<file path="src/shared/smc_map.svh">
/*
  Timing counts and field positions for the sleep-mode controller.
  Assumes inclusion by bare name from the controller package user.
*/
`ifndef SMC_MAP_SVH
`define SMC_MAP_SVH

// ----------------------------------------------------------------
// Sleep select encodings
// ----------------------------------------------------------------
`define SMC_SEL_IDLE     3'h0
`define SMC_SEL_ADCNR    3'h1
`define SMC_SEL_PDOWN    3'h2
`define SMC_SEL_PSAVE    3'h3
`define SMC_SEL_STANDBY  3'h6
`define SMC_SEL_XSTANDBY 3'h7

// ----------------------------------------------------------------
// Timing
// ----------------------------------------------------------------
`define SMC_CLK_NS       25
`define SMC_HALT_CYC     3'h4
`define SMC_STBY_CYC     16'h0006
`define SMC_BOD_WAKE_NS  60000
`define SMC_BOD_WAKE_CYC ((`SMC_BOD_WAKE_NS + `SMC_CLK_NS - 1) / `SMC_CLK_NS)

// ----------------------------------------------------------------
// Control register field
// ----------------------------------------------------------------
`define SMC_BROWNOUT_SLEEP_OFF_BIT     6

`endif

</file>
<file path="src/shared/smc_pkg.sv">
/*
  Types for the sleep-mode controller.
  Assumes the map header is on the include path.
*/
package smc_pkg;
  // Controller sequencing states.
  typedef enum logic [2:0] {
    SMC_RUN   = 3'b000,
    SMC_SLEEP = 3'b001,
    SMC_START = 3'b010,
    SMC_HALT  = 3'b011,
    SMC_RESET = 3'b100
  } smc_state_e;
endpackage

</file>
<file path="src/verilog/smc_sleep_ctrl.sv">
/*
  Sleep-mode controller: gates clock domains on a sleep instruction, selects
  wake sources by mode and sequences start-up, halt and interrupt entry.
  Assumes all inputs synchronous to CORE_CLK_I and that the timed write of
  the brown-out sleep bit is done outside this block.
*/
`timescale 1ns/1ps
`include "smc_map.svh"

module smc_sleep_ctrl
  import smc_pkg::*;
#(
  parameter int STARTUP_W = 16
) (
  // Clock and reset.
  input  wire logic                 CORE_CLK_I,
  input  wire logic                 RST_I,
  // Core and software control.
  input  wire logic                 SLEEP_EXEC_I,
  input  wire logic                 SLEEP_ARM_I,
  input  wire logic [2:0]           SLEEP_SELECT_I,
  input  wire logic                 BROWNOUT_SLEEP_OFF_I,
  input  wire logic                 GLOBAL_IRQ_EN_I,
  input  wire logic [STARTUP_W-1:0] STARTUP_CYCLES_I,
  // Configuration of peripherals.
  input  wire logic                 ADC_ENABLE_I,
  input  wire logic                 ASYNC_TIMER_EN_I,
  input  wire logic                 ASYNC_TIMER_ON_ASYNC_CLK_I,
  input  wire logic                 ASYNC_TIMER_ON_SYNC_CLK_I,
  input  wire logic [1:0]           ASYNC_TIMER_IRQ_MASK_I,
  // Wake sources.
  input  wire logic                 ANY_ENABLED_IRQ_I,
  input  wire logic                 ADC_DONE_IRQ_I,
  input  wire logic                 EXT_RESET_I,
  input  wire logic                 WDOG_RESET_I,
  input  wire logic                 WDOG_IRQ_I,
  input  wire logic                 BROWNOUT_RESET_I,
  input  wire logic                 TWO_WIRE_MATCH_I,
  input  wire logic [1:0]           ASYNC_TIMER_EVT_I,
  input  wire logic                 STORE_READY_IRQ_I,
  input  wire logic                 EXT_LEVEL_IRQ_I,
  input  wire logic                 PIN_CHANGE_IRQ_I,
  input  wire logic                 SERIAL_SOF_I,
  // Clock domain enables.
  output logic                      CPU_CLOCK_EN_O,
  output logic                      FLASH_CLOCK_EN_O,
  output logic                      IO_CLOCK_EN_O,
  output logic                      ADC_CLOCK_EN_O,
  output logic                      ASYNC_CLOCK_EN_O,
  output logic                      MAIN_OSC_EN_O,
  output logic                      TIMER_OSC_EN_O,
  // Core sequencing and side effects.
  output logic                      CORE_HALT_O,
  output logic                      TAKE_IRQ_O,
  output logic                      RESET_VECTOR_O,
  output logic                      ADC_START_O,
  output logic                      BROWNOUT_DETECTOR_EN_O,
  output logic                      ASLEEP_O
);

  // ----------------------------------------------------------------
  // Declarations
  // ----------------------------------------------------------------
  localparam logic [STARTUP_W-1:0] BOD_CYC = STARTUP_W'(`SMC_BOD_WAKE_CYC);
  localparam logic [STARTUP_W-1:0] STB_CYC = STARTUP_W'(`SMC_STBY_CYC);

  smc_state_e             state_reg, state_next;      // Sequencer state.
  logic [2:0]             mode_reg, mode_next;        // Mode latched at entry.
  logic                   brownout_sleep_off_reg, brownout_sleep_off_next;        // Detector turned off this sleep.
  logic                   irq_reg, irq_next;          // Wake came from interrupt.
  logic [STARTUP_W-1:0]   cnt_reg, cnt_next;          // Start-up and halt counter.
  logic                   adc_reg, adc_next;          // Conversion start pulse.
  logic                   take_reg, take_next;        // Interrupt entry pulse.
  logic                   rvec_reg, rvec_next;        // Reset-vector pulse.
  logic                   any_reset;                  // Any reset source.
  logic                   wake_irq;                   // Wake by interrupt in mode.
  logic                   timer_wake;                 // Async timer wake qualified.
  logic                   deep;                       // Any mode beyond idle.
  logic                   bod_capable;                // Mode supports detector off.

  // ----------------------------------------------------------------
  // Wake decode
  // ----------------------------------------------------------------
  // Resets wake from every mode; they never take the interrupt path.
  assign any_reset   = EXT_RESET_I | WDOG_RESET_I | BROWNOUT_RESET_I;
  assign deep        = (mode_reg != `SMC_SEL_IDLE);
  assign timer_wake  = ASYNC_TIMER_EN_I & GLOBAL_IRQ_EN_I
                       & |(ASYNC_TIMER_EVT_I & ASYNC_TIMER_IRQ_MASK_I);
  assign bod_capable = deep && (mode_reg != `SMC_SEL_ADCNR);

  // Per-mode interrupt wake sources; serial only wakes via start-of-frame.
  always_comb begin
    wake_irq = 1'b0;
    if (mode_reg == `SMC_SEL_IDLE) begin
      // An external level interrupt is an enabled interrupt as well, so it wakes idle too.
      wake_irq = ANY_ENABLED_IRQ_I | EXT_LEVEL_IRQ_I;
    end else if (mode_reg == `SMC_SEL_ADCNR) begin
      wake_irq = ADC_DONE_IRQ_I | WDOG_IRQ_I | TWO_WIRE_MATCH_I | timer_wake
                 | STORE_READY_IRQ_I | EXT_LEVEL_IRQ_I | PIN_CHANGE_IRQ_I | SERIAL_SOF_I;
    end else if (mode_reg == `SMC_SEL_PSAVE || mode_reg == `SMC_SEL_XSTANDBY) begin
      wake_irq = WDOG_IRQ_I | TWO_WIRE_MATCH_I | EXT_LEVEL_IRQ_I | PIN_CHANGE_IRQ_I
                 | SERIAL_SOF_I | timer_wake;
    end else begin
      wake_irq = WDOG_IRQ_I | TWO_WIRE_MATCH_I | EXT_LEVEL_IRQ_I | PIN_CHANGE_IRQ_I
                 | SERIAL_SOF_I;
    end
  end

  // ----------------------------------------------------------------
  // Sequencer next state
  // ----------------------------------------------------------------
  // The sequencer gates clocks, holds the core, starts conversions and switches the detector; it never touches
  // core storage, so register file and data memory survive a wake.
  always_comb begin
    state_next = state_reg;
    mode_next  = mode_reg;
    brownout_sleep_off_next  = brownout_sleep_off_reg;
    irq_next   = irq_reg;
    cnt_next   = cnt_reg;
    adc_next   = 1'b0;
    take_next  = 1'b0;
    rvec_next  = 1'b0;
    case (state_reg)
      SMC_RUN: begin
        // Unarmed sleep falls through as a no-op.
        if (SLEEP_EXEC_I && SLEEP_ARM_I) begin
          state_next = SMC_SLEEP;
          mode_next  = SLEEP_SELECT_I;
          brownout_sleep_off_next  = BROWNOUT_SLEEP_OFF_I && SLEEP_SELECT_I != `SMC_SEL_IDLE
                       && SLEEP_SELECT_I != `SMC_SEL_ADCNR;
          adc_next   = ADC_ENABLE_I && (SLEEP_SELECT_I == `SMC_SEL_IDLE
                       || SLEEP_SELECT_I == `SMC_SEL_ADCNR);
        end
      end
      SMC_SLEEP: begin
        if (any_reset) begin
          state_next = SMC_RESET;
        end else if (wake_irq) begin
          irq_next   = 1'b1;
          state_next = SMC_START;
          // Standby keeps the oscillator, so the short wake applies unless the detector was off.
          if (mode_reg == `SMC_SEL_STANDBY || mode_reg == `SMC_SEL_XSTANDBY) begin
            cnt_next = STB_CYC;
          end else if (mode_reg == `SMC_SEL_IDLE || mode_reg == `SMC_SEL_ADCNR) begin
            cnt_next = STARTUP_W'(1);
          end else begin
            cnt_next = STARTUP_CYCLES_I;
          end
          // A detector that was off stretches the wake to its settling time.
          if (brownout_sleep_off_reg && cnt_next < BOD_CYC) begin
            cnt_next = BOD_CYC;
          end
        end
      end
      SMC_START: begin
        if (any_reset) begin
          state_next = SMC_RESET;
        end else if (cnt_reg <= STARTUP_W'(1)) begin
          state_next = SMC_HALT;
          cnt_next   = STARTUP_W'(`SMC_HALT_CYC);
          brownout_sleep_off_next  = 1'b0;
        end else begin
          cnt_next = cnt_reg - STARTUP_W'(1);
        end
      end
      SMC_HALT: begin
        if (cnt_reg <= STARTUP_W'(1)) begin
          state_next = SMC_RUN;
          // In idle, a level interrupt gone before the halt count ends gives wake but no entry.
          take_next  = irq_reg & (ANY_ENABLED_IRQ_I | EXT_LEVEL_IRQ_I | deep);
          irq_next   = 1'b0;
        end else begin
          cnt_next = cnt_reg - STARTUP_W'(1);
        end
      end
      SMC_RESET: begin
        state_next = SMC_RUN;
        rvec_next  = 1'b1;
        brownout_sleep_off_next  = 1'b0;
        irq_next   = 1'b0;
      end
      default: begin
        state_next = SMC_RUN;
      end
    endcase
  end

  // ----------------------------------------------------------------
  // Sequencer registers
  // ----------------------------------------------------------------
  always_ff @(posedge CORE_CLK_I) begin
    if (RST_I) begin
      state_reg <= SMC_RUN;
      mode_reg  <= `SMC_SEL_IDLE;
      brownout_sleep_off_reg  <= 1'b0;
      irq_reg   <= 1'b0;
      cnt_reg   <= '0;
      adc_reg   <= 1'b0;
      take_reg  <= 1'b0;
      rvec_reg  <= 1'b0;
    end else begin
      state_reg <= state_next;
      mode_reg  <= mode_next;
      brownout_sleep_off_reg  <= brownout_sleep_off_next;
      irq_reg   <= irq_next;
      cnt_reg   <= cnt_next;
      adc_reg   <= adc_next;
      take_reg  <= take_next;
      rvec_reg  <= rvec_next;
    end
  end

  // ----------------------------------------------------------------
  // Clock gating outputs
  // ----------------------------------------------------------------
  // Clocks follow the latched mode while asleep; during start-up the
  // oscillator runs but the core is still held, which keeps it safe.
  always_comb begin
    CPU_CLOCK_EN_O   = (state_reg == SMC_RUN);
    FLASH_CLOCK_EN_O = (state_reg == SMC_RUN);
    IO_CLOCK_EN_O    = 1'b1;
    ADC_CLOCK_EN_O   = 1'b1;
    ASYNC_CLOCK_EN_O = 1'b1;
    MAIN_OSC_EN_O    = 1'b1;
    TIMER_OSC_EN_O   = ASYNC_TIMER_ON_ASYNC_CLK_I;
    if (state_reg == SMC_SLEEP) begin
      if (mode_reg == `SMC_SEL_IDLE) begin
        IO_CLOCK_EN_O = 1'b1;
      end else if (mode_reg == `SMC_SEL_ADCNR) begin
        IO_CLOCK_EN_O = 1'b0;
      end else begin
        IO_CLOCK_EN_O    = 1'b0;
        ADC_CLOCK_EN_O   = 1'b0;
        // Power-save style modes keep the timer clock only when used.
        ASYNC_CLOCK_EN_O = (mode_reg == `SMC_SEL_PSAVE || mode_reg == `SMC_SEL_XSTANDBY)
                           && ASYNC_TIMER_EN_I;
        TIMER_OSC_EN_O   = ASYNC_CLOCK_EN_O && ASYNC_TIMER_ON_ASYNC_CLK_I;
        MAIN_OSC_EN_O    = (mode_reg == `SMC_SEL_STANDBY || mode_reg == `SMC_SEL_XSTANDBY)
                           || (mode_reg == `SMC_SEL_PSAVE && ASYNC_TIMER_EN_I
                           && ASYNC_TIMER_ON_SYNC_CLK_I);
      end
    end
  end

  // ----------------------------------------------------------------
  // Status and pulse outputs
  // ----------------------------------------------------------------
  assign CORE_HALT_O            = (state_reg != SMC_RUN);
  assign TAKE_IRQ_O             = take_reg;
  assign RESET_VECTOR_O         = rvec_reg;
  assign ADC_START_O            = adc_reg;
  assign BROWNOUT_DETECTOR_EN_O = !(brownout_sleep_off_reg && state_reg == SMC_SLEEP && bod_capable);
  assign ASLEEP_O               = (state_reg == SMC_SLEEP);

endmodule
</file>
<file path="config.mk">
export PLATFORM = sky130hd
export DESIGN_NAME = smc_sleep_ctrl
export DESIGN_NICKNAME = d
export VERILOG_FILES = /design/src/shared/smc_pkg.sv /design/src/verilog/smc_sleep_ctrl.sv
export VERILOG_INCLUDE_DIRS = /design/src /design/src/shared
export SDC_FILE = /design/constraint.sdc
export NUM_CORES = 1
export LEC_CHECK = 0
export BUFFER_PORTS_ARGS = -buffer_cell sky130_fd_sc_hd__buf_2
export CORE_UTILIZATION = 55
export DETAILED_ROUTE_END_ITERATION = 8
export PLACE_DENSITY = 0.84
export REMOVE_ABC_BUFFERS = 1
export SLEW_MARGIN = 20
export SYNTH_ARGS = -nofsm -noshare
export SYNTH_HDL_FRONTEND = slang
export SYNTH_SLANG_ARGS = --single-unit
export TNS_END_PERCENT = 5
</file>
<file path="constraint.sdc">
create_clock -name CORE_CLK_I -period 6.1 [get_ports CORE_CLK_I]
set_input_delay 0.915 -clock CORE_CLK_I [delete_from_list [all_inputs] [get_ports CORE_CLK_I]]
set_output_delay 0.915 -clock CORE_CLK_I [all_outputs]
set_load 0.05 [all_outputs]
</file>
Word level (Yosys, flattened, before mapping)
Cells that the tools add are included.
{"block": "word_totals", "reg_bits": 27, "inputBits": 44, "out_inout_bits": 13, "elab_cells": 134}
{"block": "op_classes", "add_sub_neg": 1, "magnitude_cmp": 2, "n_eq_ne": 20, "muxes": 44, "bitwise_logic": 24, "reduce_logical": 35}
{"cell": "two-way mux 16 bit", "count": 11}
{"cell": "case mux 16 bit (3 select lines)", "count": 1}
{"cell": "two-way mux 1 bit", "count": 23}
{"cell": "two-way mux 3 bit", "count": 6}
{"cell": "nonzero test 3 bit", "count": 6}
{"cell": "less-or-equal comparator 16 x 1 -> 1 bit (second input constant)", "count": 1}
{"cell": "< comparator 16 x 12 -> 1 bit (second input constant)", "count": 1}
{"cell": "OR 1 bit", "count": 16}
{"cell": "subtractor 16 x 1 -> 16 bit (second input constant)", "count": 1}
{"cell": "logical AND 1 bit", "count": 12}
{"cell": "case mux 3 bit (4 select lines)", "count": 1}
{"cell": "AND reduction 4 bit", "count": 3}
{"cell": "!= test 2 bit (second input constant)", "count": 5}
{"cell": "equality test 3 x 1 -> 1 bit (second input constant)", "count": 3}
{"cell": "equality test 3 x 2 -> 1 bit (second input constant)", "count": 3}
{"cell": "equality test 3 bit (second input constant)", "count": 3}
{"cell": "logical NOT 3 bit", "count": 3}
{"cell": "!= test 3 x 1 -> 1 bit (second input constant)", "count": 3}
{"cell": "case mux 1 bit (3 select lines)", "count": 2}
{"cell": "OR reduction 3 bit", "count": 2}
{"cell": "logical OR 1 bit", "count": 5}
{"cell": "AND reduction 5 bit", "count": 1}
{"cell": "!= test 2 x 1 -> 1 bit (second input constant)", "count": 2}
{"cell": "inverter 1 bit", "count": 4}
{"cell": "other kinds (6)", "count": 8}

Longest topological paths before layout
{"block": "depth", "word_depth": 19, "depth_mapped": 8}

Worst setup path after synthesis
OpenSTA, ideal clock, no wires.
{"block": "synth_timing", "path_type": "register to output", "start": "reg state_reg[0]", "end": "out TIMER_OSC_EN_O", "arrival_time_ns": 2.828, "path_slack_ns": 2.357, "path_stages_with_launch": 6, "cell_sequence": "dfxtp_1 -> inv_1 -> nor3_1 -> o21a_1 -> nand2_1 -> and2_1"}
{"block": "synth_between", "elab_chain_cells": 2}
{"item": "from (decl)", "line_no": "smc_sleep_ctrl.sv:67", "text": "smc_state_e state_reg, state_next;"}
{"item": "from (signal assigned)", "line_no": "smc_sleep_ctrl.sv:202", "text": "state_reg <= state_next;"}
{"item": "equality test 3 x 1 -> 1 bit"}
{"item": "net ASLEEP_O", "line_no": "smc_sleep_ctrl.sv:58", "text": "output logic ASLEEP_O"}
{"item": "two-way mux 1 bit", "line_no": "smc_sleep_ctrl.sv:226", "text": "if (state_reg == SMC_SLEEP) begin"}
{"item": "to (decl)", "line_no": "smc_sleep_ctrl.sv:51", "text": "output logic TIMER_OSC_EN_O,"}
The timed path passes the listed nets, and every way through them passes these cells.

Final worst setup path
{"block": "layout_timing", "start": "reg state_reg[0]", "end": "out TIMER_OSC_EN_O"}
{"block": "layout_between", "elab_chain_cells": 2}
{"item": "equality test 3 x 1 -> 1 bit", "line_no": "smc_sleep_ctrl.sv:226"}
{"item": "two-way mux 1 bit", "line_no": "smc_sleep_ctrl.sv:226"}
Every way passes these cells.

==> metrics.txt <==
Met1 Wirelength=2.26 mm; Port Buffers=56; Die Y-Extent=61.1 um; Critical R2R Launch=cnt_reg[8]; Min-Delay Endpoint=irq_reg; Hold Violations, Final=0; initial standard-cell utilization of the core=57.6%; share of total power in the clock network=13.2%; switching portion of total power=49.8%; number of buffers inserted for hold repair after clock tree synthesis=0; pin count of the biggest net entering global routing=27; die area=3730 um^2; async set or reset register ratio after synthesis=0%; worst relative slew slack=40.0%; slack of the worst reg-to-reg path=2940 ps; remaining number of nets flagged by the antenna check after routing=0; count of pins on the block boundary=57; static leakage=0.860 nW; Layout Area Growth over Synthesis=14.4%; Setup Skew=4.43 ps; Highest Signal Layer=met4; Total Wirelength=5.20 mm; DRC violation count after routing=0; combinational share of power=49.6%; vias in the first global route=1,879; setup bufs post-CTS=0; synthesized flop and latch total=27; Clk Latency, worst-skew pair=330 ps; part of the Yosys area used for sequential elements=28.1%; number of H-tree levels=1; DRC marker count from the first detailed-route iteration=198; wire length of the first global-routing pass=8.39 mm; number of max-slew violations in the final report=0; drt pass-1 iters=5; total CTS buffers=3; overall track demand over capacity in global routing=29.8%; unrepaired setup endpoints after global routing=no; power spent charging and discharging nets=0.000306 W; Highest Clock Rate=306 MHz; data arrival at the endpoint of the critical path=2350 ps; Post-Synthesis Mean Instance Area=7.68 um^2; area share of the leading cell type in the synthesized netlist=28.1%; worst min-delay path class=flip-flop to flip-flop; post-synthesis instance area=1920 um^2; Setup TNS=0 ps; Floorplan Core Area=3340 um^2; kind of start point of the critical path=flip-flop; met3 layer wire length in the routed design=403 um; row count=21; horizontal die dimension=61.1 um; Final period util=53.6%; synthesized instance count=250; CTS tree=done; via density per instance=6.24; highest net fanout along the worst path=12; start-to-end type of the worst setup path=flip-flop to output pin; number of warnings printed during yosys synthesis=0; worst IR drop on VDD=145 uV; Worst EP required=5180 ps; Hold Path Stages=2; post-detailed-route wirelength per cell=15.3 um; clock buffer depth=2; number of antenna violations at the first check in global routing=0; transition time of the tightest slew-check pin=898 ps; number of gates given a new drive strength after cts=0; clock tree root driver cell=sky130_fd_sc_hd__clkbuf_4; Nets=340; Hold Path Origin=irq_reg; Internal Power=0.000308 W; Setup violations, final=0; Synth area leaders=sky130_fd_sc_hd__dfxtp_1 28%, sky130_fd_sc_hd__a21oi_1 5.2%, sky130_fd_sc_hd__nor3_1 4.7%, sky130_fd_sc_hd__nor2_1 4.7%, sky130_fd_sc_hd__o31ai_1 3.9%; Sinks on Clock Net=27; fraction of final layout cells sized beyond drive strength 1=22.2%; number of enable flip-flop cells after synthesis=0; aggregate global routing overflow=0; number of distinct library cells after synthesis=51; final critical path time including I/O delays and setup=3270 ps; Synth Flop Type=sky130_fd_sc_hd__dfxtp_1; total met2 wirelength after detailed routing=2.47 mm; global placer's final weighted congestion=0.881; Sequential Power Share=37.2%; Max Cap Violations=0; power density cells=279 nW/um^2; number of diodes added for antenna fixing=0; worst reg2reg endpoint=cnt_reg[10]; via total after detailed routing=2,117; element type at the critical path end=output pin; cell type with the largest total area after synthesis=sky130_fd_sc_hd__dfxtp_1; Clk pin slew, worst setup/hold paths=150 ps; cell count of the worst reg-to-reg path=6; outcome=finished clean; Worst Setup Slack, final=2830 ps; minimum setup slack after placement=2900 ps; half-perimeter wire length after detailed placement=3.72 mm; max reg flops=16
## cells in the final DEF, fill, tap and decap left out, drive strengths merged, types with 3 or more instances in the layout
| cell | count |
|---|---|
| a2111oi | 4 |
| a211oi | 5 |
| a21oi | 20 |
| a22o | 3 |
| buf | 56 |
| clkbuf | 4 |
| dfxtp | 27 |
| inv | 8 |
| mux2i | 3 |
| nand2 | 18 |
| nand2b | 4 |
| nand3 | 4 |
| nor2 | 24 |
| nor2b | 3 |
| nor3 | 19 |
| nor3b | 3 |
| nor4 | 9 |
| o211ai | 6 |
| o21ai | 13 |
| o22ai | 3 |
| o311ai | 5 |
| o31ai | 11 |
| or3 | 3 |
| or4 | 6 |
| xnor2 | 4 |
## how the worst max path moves through the flow
stage                     cells after the start  slack, ps             end          from
after floorplan                               2       1600     CORE_HALT_O  state_reg[2]
after global placement                        6       2980     cnt_reg[12]  WDOG_RESET_I
after detailed placement                      6       2900     cnt_reg[12]  WDOG_RESET_I
after CTS                                     6       2850  TIMER_OSC_EN_O  state_reg[0]
after global routing                          6       2630  TIMER_OSC_EN_O  state_reg[0]
final                                         6       2830  TIMER_OSC_EN_O  state_reg[0]
## critical path: stages (launching register included)
cell and delay, ps:
sky130_fd_sc_hd__dfxtp_1 640, sky130_fd_sc_hd__inv_1 220, sky130_fd_sc_hd__nor3_1 500, sky130_fd_sc_hd__o21a_1 240
sky130_fd_sc_hd__nand2_1 70, sky130_fd_sc_hd__and2_1 150, sky130_fd_sc_hd__buf_2 200
## per-stage QoR
| step | util, % | hold slack, ps | std cells | total power [W] | area [um^2] |
|---|---|---|---|---|---|
| 2_1_floorplan | - | 442 | 233 | 0.000450 | 1830 |
| 3_3_place_gp | 65.1 | 463 | 335 | 0.000529 | 2170 |
| 3_5_place_dp | 65.1 | 474 | 335 | 0.000530 | 2170 |
| 4_1_cts | 65.8 | 491 | 339 | 0.000609 | 2200 |
| 5_1_grt | 65.8 | 521 | 339 | 0.000650 | 2200 |
| 6_report | 65.8 | 491 | 339 | 0.000614 | 2200 |
## kinds of logic after synthesis
kind of cell	Yosys count	share of synthesized area [%]
AOI/OAI and AO/OA	85	32.2
and+or+nand+nor	101	27.4
buffers and inverters	25	6.12
adders and majority gates	3	1.82
muxes	3	1.56
DFF	27	28.1
xor gates and xnor gates	6	2.74
## layer usage
layer	vias to the layer above	track usage [%]
li1	1039	-
met1	980	42.1
met2	88	46.0
met3	10	5.04
met4	0	10.1
met5	-	0
## synthesized netlist by cell type, drive strengths merged, types with 3 or more instances
master / number
nor2b: 3
or3: 3
o31ai: 11
nand2: 18
nor2: 24
nor3b: 3
a22o: 3
o21ai: 13
xnor2: 4
nor3: 19
buf: 5
a2111oi: 4
nor4: 9
inv: 8
a211oi: 5
clkbuf: 12
o311ai: 5
a21oi: 20
o211ai: 6
o22ai: 3
nand3: 4
or4: 6
mux2i: 3
nand2b: 4
dfxtp: 27
## layout make-up
cell class	count	area, um^2
multi-input combinational	198	1260
clock buffer	4	26.3
inverter	8	30.0
fill	322	1140
sequential	27	541
tap	46	57.6
timing repair buffer	56	280
## power groups by stage
stage / clock network [W] / logic [W] / registers [W]
final: 0.0000808 / 0.000305 / 0.000228
after global routing: 0.0000908 / 0.000327 / 0.000232
after CTS: 0.0000800 / 0.000302 / 0.000227
after detailed placement: 0 / 0.000300 / 0.000230
after global placement: 0 / 0.000298 / 0.000231
after floorplan: 0 / 0.000226 / 0.000224
No activity file was read; power rests on OpenSTA's default activity.
